[src/rtl/cbadj_pkg.sv]
package cbadj_pkg;

  // ------------------------------------------------------------
  // Operation codes
  // ------------------------------------------------------------
  typedef enum logic [1:0] {
    CBADJ_OP_NONE     = 2'h0,
    CBADJ_OP_INV_MEM  = 2'h1,
    CBADJ_OP_INV_WORK = 2'h3,
    CBADJ_OP_BCD_ADJ  = 2'h2
  } cbadj_op_t;

  // ------------------------------------------------------------
  // Constants
  // ------------------------------------------------------------
  localparam int unsigned DATA_W        = 8;
  localparam logic [3:0]  NIBBLE_MAX    = 4'h9;
  localparam logic [7:0]  ADJ_LOW       = 8'h06;
  localparam logic [7:0]  ADJ_HIGH      = 8'h60;
  localparam logic [7:0]  RST_BYTE      = 8'h00;
  localparam logic        RST_BIT       = 1'b0;

endpackage

[src/rtl/cbadj_bcd_corr.sv]
module cbadj_bcd_corr (
  // Operand and flags
  input  wire logic [7:0] work_val,
  input  wire logic       nibble_carry_flag,
  input  wire logic       carry_in,
  // Result
  output logic      [7:0] adj_val,
  output logic            carry_out
);

  logic       low_fix;
  logic       high_fix;
  logic [8:0] low_sum;
  logic [8:0] sum;

  always_comb begin
    low_fix   = (work_val[3:0] > cbadj_pkg::NIBBLE_MAX) ||
                nibble_carry_flag;
    low_sum   = {1'b0, work_val}
              + {1'b0, (low_fix ? cbadj_pkg::ADJ_LOW : 8'h00)};
    // High nibble judged after the low fix, else a sum of 100 seen
    // as 9a would end as a0 with no carry
    high_fix  = (low_sum[7:4] > cbadj_pkg::NIBBLE_MAX) || low_sum[8] ||
                carry_in;
    sum       = low_sum
              + {1'b0, (high_fix ? cbadj_pkg::ADJ_HIGH : 8'h00)};
    // Only low byte stored; overflow goes to carry
    adj_val   = sum[7:0];
    carry_out = carry_in | sum[8] | high_fix;
  end

endmodule

[src/rtl/cbadj_top.sv]
// Operation
// - Invert-in-place writes the bitwise inverse back to the same byte.
// - Invert-to-working loads the inverse into working reg, memory kept.
// - Both inversions set the zero flag from the result, nothing else.
// - BCD adjust adds 6 to low nibble if above 9 or nibble carry set.
// - BCD adjust adds 6 to high nibble if above 9 or carry set.
// - BCD adjust writes its result to memory, not the working reg.
// - BCD adjust changes only carry, showing a decimal sum of 100 up.
module cbadj_top (
  // Clock and reset
  input  wire logic                clk,
  input  wire logic                sys_rst,
  // Instruction from decoder
  input  wire logic                op_valid,
  input  wire cbadj_pkg::cbadj_op_t op_code,
  input  wire logic [7:0]          mem_addr,
  input  wire logic [7:0]          mem_rdata,
  // Current core state
  input  wire logic [7:0]          work_in,
  input  wire logic                zero_in,
  input  wire logic                carry_in,
  input  wire logic                nibble_carry_flag,
  // Memory write
  output logic                     mem_we_ff,
  output logic [7:0]               mem_waddr_ff,
  output logic [7:0]               mem_wdata_ff,
  // Working register write
  output logic                     work_we_ff,
  output logic [7:0]               work_wdata_ff,
  // Flag updates
  output logic                     zero_we_ff,
  output logic                     zero_ff,
  output logic                     carry_we_ff,
  output logic                     carry_ff
);

  // ------------------------------------------------------------
  // Correction datapath
  // ------------------------------------------------------------
  logic [7:0] adj_val;
  logic       adj_carry;
  logic [7:0] inv_val;

  cbadj_bcd_corr u_corr (
    .work_val          (work_in),
    .nibble_carry_flag (nibble_carry_flag),
    .carry_in          (carry_in),
    .adj_val           (adj_val),
    .carry_out         (adj_carry)
  );

  // ------------------------------------------------------------
  // Next-state logic
  // ------------------------------------------------------------
  logic       nxt_mem_we;
  logic [7:0] nxt_mem_waddr;
  logic [7:0] nxt_mem_wdata;
  logic       nxt_work_we;
  logic [7:0] nxt_work_wdata;
  logic       nxt_zero_we;
  logic       nxt_zero;
  logic       nxt_carry_we;
  logic       nxt_carry;

  always_comb begin
    inv_val        = ~mem_rdata;
    nxt_mem_we     = 1'b0;
    nxt_mem_waddr  = mem_addr;
    nxt_mem_wdata  = cbadj_pkg::RST_BYTE;
    nxt_work_we    = 1'b0;
    nxt_work_wdata = cbadj_pkg::RST_BYTE;
    nxt_zero_we    = 1'b0;
    nxt_zero       = zero_in;
    nxt_carry_we   = 1'b0;
    nxt_carry      = carry_in;
    if (op_valid) begin
      unique case (op_code)
        cbadj_pkg::CBADJ_OP_INV_MEM: begin
          nxt_mem_we    = 1'b1;
          nxt_mem_wdata = inv_val;
          nxt_zero_we   = 1'b1;
          nxt_zero      = (inv_val == 8'h00);
        end
        cbadj_pkg::CBADJ_OP_INV_WORK: begin
          // Memory untouched: write enable stays low
          nxt_work_we    = 1'b1;
          nxt_work_wdata = inv_val;
          nxt_zero_we    = 1'b1;
          nxt_zero       = (inv_val == 8'h00);
        end
        cbadj_pkg::CBADJ_OP_BCD_ADJ: begin
          nxt_mem_we    = 1'b1;
          nxt_mem_wdata = adj_val;
          nxt_carry_we  = 1'b1;
          nxt_carry     = adj_carry;
        end
        cbadj_pkg::CBADJ_OP_NONE: begin
          nxt_mem_we = 1'b0;
        end
      endcase
    end
  end

  // ------------------------------------------------------------
  // Output registers
  // ------------------------------------------------------------
  always_ff @(posedge clk) begin
    if (sys_rst) begin
      mem_we_ff     <= cbadj_pkg::RST_BIT;
      mem_waddr_ff  <= cbadj_pkg::RST_BYTE;
      mem_wdata_ff  <= cbadj_pkg::RST_BYTE;
      work_we_ff    <= cbadj_pkg::RST_BIT;
      work_wdata_ff <= cbadj_pkg::RST_BYTE;
      zero_we_ff    <= cbadj_pkg::RST_BIT;
      zero_ff       <= cbadj_pkg::RST_BIT;
      carry_we_ff   <= cbadj_pkg::RST_BIT;
      carry_ff      <= cbadj_pkg::RST_BIT;
    end else begin
      mem_we_ff     <= nxt_mem_we;
      mem_waddr_ff  <= nxt_mem_waddr;
      mem_wdata_ff  <= nxt_mem_wdata;
      work_we_ff    <= nxt_work_we;
      work_wdata_ff <= nxt_work_wdata;
      zero_we_ff    <= nxt_zero_we;
      zero_ff       <= nxt_zero;
      carry_we_ff   <= nxt_carry_we;
      carry_ff      <= nxt_carry;
    end
  end
endmodule

[config.mk]
export PLATFORM = sky130hd
export DESIGN_NAME = cbadj_top
export DESIGN_NICKNAME = d
export VERILOG_FILES = /design/src/rtl/cbadj_pkg.sv /design/src/rtl/cbadj_bcd_corr.sv /design/src/rtl/cbadj_top.sv
export SDC_FILE = /design/constraint.sdc
export NUM_CORES = 1
export LEC_CHECK = 0
export ABC_AREA = 1
export BUFFER_PORTS_ARGS = -buffer_cell sky130_fd_sc_hd__buf_2
export CAP_MARGIN = 20
export CORE_AREA = 2 2 57 59
export CTS_BUF_LIST = sky130_fd_sc_hd__clkbuf_8
export DETAILED_ROUTE_END_ITERATION = 12
export DIE_AREA = 0 0 59 61
export GPL_TIMING_DRIVEN = 0
export HOLD_SLACK_MARGIN = 0.08
export PLACE_DENSITY = 0.75
export SLEW_MARGIN = 20
export SYNTH_ARGS = -nofsm -noshare
export SYNTH_HDL_FRONTEND = slang
export SYNTH_SLANG_ARGS = --single-unit
[constraint.sdc]
create_clock -name clk -period 3.1 [get_ports clk]
set_input_delay 0.31 -clock clk [delete_from_list [all_inputs] [get_ports clk]]
set_output_delay 0.31 -clock clk [all_outputs]
set_load 0.01 [all_outputs]
======== Word-level counts from Yosys, hierarchy flattened ========
Index checks and enable logic that the tools add are counted.
storage, ports and cells
  logic and storage cells ................. 40
  register bits after elaboration ......... 30
  input bits .............................. 32
  output and inout bits ................... 30
cells by class
  add/subtract/negate cells ............... 2
  order comparisons ....................... 2
  equality and inequality tests ........... 3
  bitwise gates (word level) .............. 5
  muxes and demuxes ....................... 11
  reductions and logical operators ........ 8
operators with widths
  kind                                            number
  one-hot mux 8 bit (2 select lines)              1
  adder 8 x 8 -> 9 bit                            1
  adder 9 x 8 -> 9 bit                            1
  > comparator 4 bit (second input constant)      2
  zero test 8 bit                                 1
  2-to-1 mux 1 bit                                8
  inverter 8 bit                                  1
  2-to-1 mux 7 bit                                1
  OR reduction 2 bit                              3
  == test 2 bit (second input constant)           2
  logical OR 1 bit                                3
  2-to-1 mux 3 bit                                1
  OR reduction 3 bit                              1
  == test 2 x 1 -> 1 bit (second input constant)  1
  inverter 1 bit                                  2
  OR 1 bit                                        2

======== Depth between registers and ports, before layout ========
  word-level depth ........................ 13
  gate-level depth with buffers ........... 22
  gate-level depth less buffers ........... 22

======== Modules after synthesis ========
From an unflattened synthesis, not the netlist that was laid out.
second synthesis, totals
  cells, all modules ...................... 162
  area total of the unflattened synthesis .. 1370.1 um^2
modules (own cells, without submodules)
  module          cells each  area an instance (um^2)  instances
  cbadj_top       110         1002.2                   1
  cbadj_bcd_corr  52          367.9                    1

======== Worst setup path after synthesis ========
Ideal clock, no wire load.
  path kind ............................... input -> register
  start ................................... input port work_in[2]
  end ..................................... register mem_wdata_ff[7]
  arrival ................................. 2670 ps
  cell stages on the path ................. 18
  setup slack ............................. 311 ps
  buffers on the path ..................... 0
  library setup time ...................... 120 ps
  required time ........................... 2980 ps
  path through ............................ o21ai_0 inv_1 nor2_1 inv_1 ha_1 inv_1 fa_1 inv_1 nand2_1 o21ai_1 nand2_1 nand2_1 nand2_1 ha_1 fa_1 nand3b_1 nand3_1 a21oi_1
between the ends
  longest elaborated chain between the ends .. 10
ends and longest elaborated chain
  item                                  RTL line              RTL
  start, declared                       cbadj_top.sv:19       input wire logic [7:0] work_in,
  > comparator 4 bit                    cbadj_bcd_corr.sv:17  low_fix = (work_val[3:0] > cbadj_pkg::NIBBLE_MAX) ||
  logical OR 1 bit                      cbadj_bcd_corr.sv:17
  2-to-1 mux 3 bit                      cbadj_bcd_corr.sv:20  + {1'b0, (low_fix ? cbadj_pkg::ADJ_LOW : 8'h00)};
  adder 8 x 8 -> 9 bit *                cbadj_bcd_corr.sv:20
  > comparator 4 bit                    cbadj_bcd_corr.sv:23  high_fix = (low_sum[7:4] > cbadj_pkg::NIBBLE_MAX) || low_sum[8] ||
  logical OR 1 bit (2 in a row)         cbadj_bcd_corr.sv:23
  2-to-1 mux 7 bit                      cbadj_bcd_corr.sv:26  + {1'b0, (high_fix ? cbadj_pkg::ADJ_HIGH : 8'h00)};
  adder 9 x 8 -> 9 bit *                cbadj_bcd_corr.sv:26
  one-hot mux 8 bit (2 select lines) *  cbadj_top.sv:77       unique case (op_code)
  end signal, assigned                  cbadj_top.sv:111      mem_wdata_ff <= cbadj_pkg::RST_BYTE;
  end signal, assigned                  cbadj_top.sv:121      mem_wdata_ff <= nxt_mem_wdata;
  end, declared                         cbadj_top.sv:26       output logic [7:0] mem_wdata_ff,
Mark *: on every way between the ends. The rest lies on a longest branch, timed or not.
A chain may end at the register's enable or synchronous reset.

======== Worst setup path after layout ========
  start ................................... input port work_in[3]
  end ..................................... register mem_wdata_ff[7]
The elaborated chain is that of the path after synthesis.

==> flow_summary.ini <==
[routing]
num_vias = 1230
detail_route.first_pass.iterations = 5
vias_per_cell = 4.56
routed_wire_length_per_instance_um = 10.3
drtIter0Drc = 36
finalWirelength_um = 2780
drc_errors_left = 0
route.antenna.remaining_nets = 0

[timing]
max_clock_freq_ghz = 0.351
fin_setup_tns_ns = 0
setup_viol = 0
finalWorstPathRequiredPeriod_ns = 2.85
final_max_slew_viol_count = 0
hold_violations = 0
worst_hold_slack_ns = 0.202
slew_headroom_pct = 72.8
tightest_slew_ns = 0.408
rsz_0062_raised_after_global_routing = false
fin_crit_sh_pct = 91.9

[power_and_ir_drop]
powerDensity_nw_per_um2 = 481
power.static_leakage_nw = 1.03
clock_power_share_pct = 37.0
cell_internal_pwr_mw = 0.628
max-vdd-ir-drop_uv = 181
netSwitchingPower_mw = 0.212
power.total_mw = 0.840
swShare_pct = 25.2
sequentialPowerShare_pct = 47.8
combPwrFrac_pct = 15.3

[synthesis]
yosys-top-cells-area = sky130_fd_sc_hd__dfxtp_1, sky130_fd_sc_hd__inv_1, sky130_fd_sc_hd__nor2_1, sky130_fd_sc_hd__ha_1, sky130_fd_sc_hd__nand2_1
synth_area_um2 = 1300
synth_top_area_share_pct = 46.2
postSynthNetCount = 209
yosysTopAreaCell = sky130_fd_sc_hd__dfxtp_1
syn_avg_cell_area_um2 = 7.75
synth_seq_cells = 30
netlist_instances = 168
yosysWarningCount = 0
yosysSeqAreaShare_pct = 46.2
synthDistinctLibCells = 26

[global_routing]
antenna_found_initial = 0
gr-usage-all-layers_pct = 15.8
grt_start_max_net_pins = 11
via_count_of_the_first_global_routing_pass = 1025
grt_first_pass_wirelength_um = 4180
gr-total-overflow = 0

[cells_and_area]
area_growth_syn_to_layout_pct = 34.1
multi_input_comb_area_um2 = 559
fillerInstances = 289
seq_area_um2 = 601
final_nets = 277
final_cell_mix = sky130_fd_sc_hd__buf_2, sky130_fd_sc_hd__inv_1, sky130_fd_sc_hd__nor2_1, sky130_fd_sc_hd__dfxtp_1, sky130_fd_sc_hd__nand2_1
final_standard_cell_area_without_fillers_um2 = 1750
post_route_cells_drive_above_1_share_pct = 34.2
finished_core_util_pct = 59.1
antenna_cells = 0
layout.cells.most_common = sky130_fd_sc_hd__buf_2

[setup_path]
crit_required_ns = 3.26
critPathMaxFanout = 7
startpoint_type_of_the_worst_setup_path = input port
crit_end_element = flop
crit_type = in2reg
worst-endpoint-arrival_ns = 3.01

[clock_network]
clock_sink_count = 30
hold_buffers = 0
deepest_level_of_the_cts_h_tree = 2
clock_tree_from_tritoncts = built
clkSlewWorstSetupHoldPaths_ns = 0.06
ctsRootBufferMaster = sky130_fd_sc_hd__clkbuf_8
cts_buffer_depth = 2
numCtsBuffers = 5

[floorplan]
x_dimension_of_the_die_um = 59
die_h_um = 61
design.core.area_um2 = 2950
ios = 62
design.die.area_um2 = 3600
floorplan.rows = 20
starting_density_of_the_core_pct = 44.1

[run]
cap_viol_max_count = 0

[placed_design]
gp_congestion = 0.772
place.detailed.hpwl_um = 2220
placed_area_um2 = 1650
port_buffers = 61

[run_status]
run_status = finished, final reports clean

[min_path]
hold_class = in2reg
[cell type report]
type / count / area share (%)
timing repair buffer: 61 / 17.5
inverter: 37 / 7.96
clock inverter: 2 / 0.502
sequential: 30 / 34.4
tap: 33 / 2.37
clock buffer: 6 / 4.73
buffer: 2 / 0.502
multi-input combinational: 99 / 32.0
[logic make-up (layout without fill, tap and decap cells)]
logic type	after synthesis	in the layout	synth area share (%)
AOI/OAI and AO/OA	17	17	7.69
adders and majority gates	9	9	9.81
buffers and inverters	39	108	11.3
DFF	30	30	46.2
and+or+nand+nor	73	73	25.0
[power by group through the flow]
| stage | registers [mW] | logic (mW) | clock network [mW] |
|---|---|---|---|
| 2_1_floorplan | 0.418 | 0.0655 | 0 |
| 3_5_place_dp | 0.410 | 0.128 | 0 |
| 6_report | 0.402 | 0.128 | 0.311 |
| 3_3_place_gp | 0.410 | 0.124 | 0 |
| 4_1_cts | 0.402 | 0.128 | 0.314 |
| 5_1_grt | 0.402 | 0.146 | 0.333 |
[stage by stage]
stage	setup slack, ns	std cells
after floorplan	0.311	168
after global placement	-0.0795	262
after detailed placement	-0.117	262
after CTS	0.169	270
after global routing	0.0241	270
final	0.251	270
[layer usage]
metal / up-vias / GRT usage (%) / routed length, um
met5: - / 0 / 0
met4: 0 / 8.77 / 63
met3: 6 / 4.48 / 148
met2: 34 / 26.7 / 1380
met1: 544 / 18.2 / 1180
li1: 646 / - / -
[cells in the mapped netlist]
library cell                n
sky130_fd_sc_hd__a21oi_1    5
sky130_fd_sc_hd__clkbuf_1   1
sky130_fd_sc_hd__nor2_2     2
sky130_fd_sc_hd__nand4_1    2
sky130_fd_sc_hd__inv_1     36
sky130_fd_sc_hd__fa_1       2
sky130_fd_sc_hd__o22ai_1    2
sky130_fd_sc_hd__or2_2      1
sky130_fd_sc_hd__nand3_2    1
sky130_fd_sc_hd__o21bai_1   1
sky130_fd_sc_hd__nand2_1   20
sky130_fd_sc_hd__ha_1       7
sky130_fd_sc_hd__nor3_1     1
sky130_fd_sc_hd__o21ai_0    3
sky130_fd_sc_hd__nand3_1    8
sky130_fd_sc_hd__o21ai_1    2
sky130_fd_sc_hd__buf_2      1
sky130_fd_sc_hd__nor2_1    32
sky130_fd_sc_hd__nor2_4     1
sky130_fd_sc_hd__nand3b_1   1
sky130_fd_sc_hd__a21o_1     1
sky130_fd_sc_hd__a22oi_1    2
sky130_fd_sc_hd__nand2_2    4
sky130_fd_sc_hd__dfxtp_1   30
sky130_fd_sc_hd__inv_2      1
sky130_fd_sc_hd__o21a_1     1
[state kept, by name, summed over array words and instances (netlist names)]
name           flops
mem_waddr_ff       8
mem_wdata_ff       8
work_wdata_ff      8
carry_ff           1
carry_we_ff        1
mem_we_ff          1
work_we_ff         1
zero_ff            1
zero_we_ff         1
[critical path: stages]
cell and delay (ns):
sky130_fd_sc_hd__buf_2 0.15, sky130_fd_sc_hd__o21ai_0 0.10, sky130_fd_sc_hd__inv_1 0.05, sky130_fd_sc_hd__nor2_1 0.06, sky130_fd_sc_hd__inv_1 0.07, sky130_fd_sc_hd__ha_1 0.18, sky130_fd_sc_hd__inv_1 0.07, sky130_fd_sc_hd__fa_2 0.37
sky130_fd_sc_hd__inv_1 0.09, sky130_fd_sc_hd__nand2_1 0.10, sky130_fd_sc_hd__o21ai_2 0.17, sky130_fd_sc_hd__nand2_1 0.09, sky130_fd_sc_hd__nand2_1 0.09, sky130_fd_sc_hd__nand2_1 0.11, sky130_fd_sc_hd__ha_1 0.25, sky130_fd_sc_hd__fa_1 0.42
sky130_fd_sc_hd__nand3b_1 0.17, sky130_fd_sc_hd__nand3_1 0.10, sky130_fd_sc_hd__a21oi_1 0.07
[what timing repair did]
item,4_1_cts,5_1_grt
setup endpoints to repair,0,1
buffers inserted,0,0
gates resized for setup,0,2
[path summary, 6_finish.rpt]
| path | startpoint | endpoint | slack (ns) | cells after the start |
|---|---|---|---|---|
| setup / recovery | work_in[3] | mem_wdata_ff[7] | 0.25 | 19 |
| hold / removal | mem_rdata[0] | work_wdata_ff[0] | 0.20 | 2 |
No activity file was read; power rests on OpenSTA's default activity.
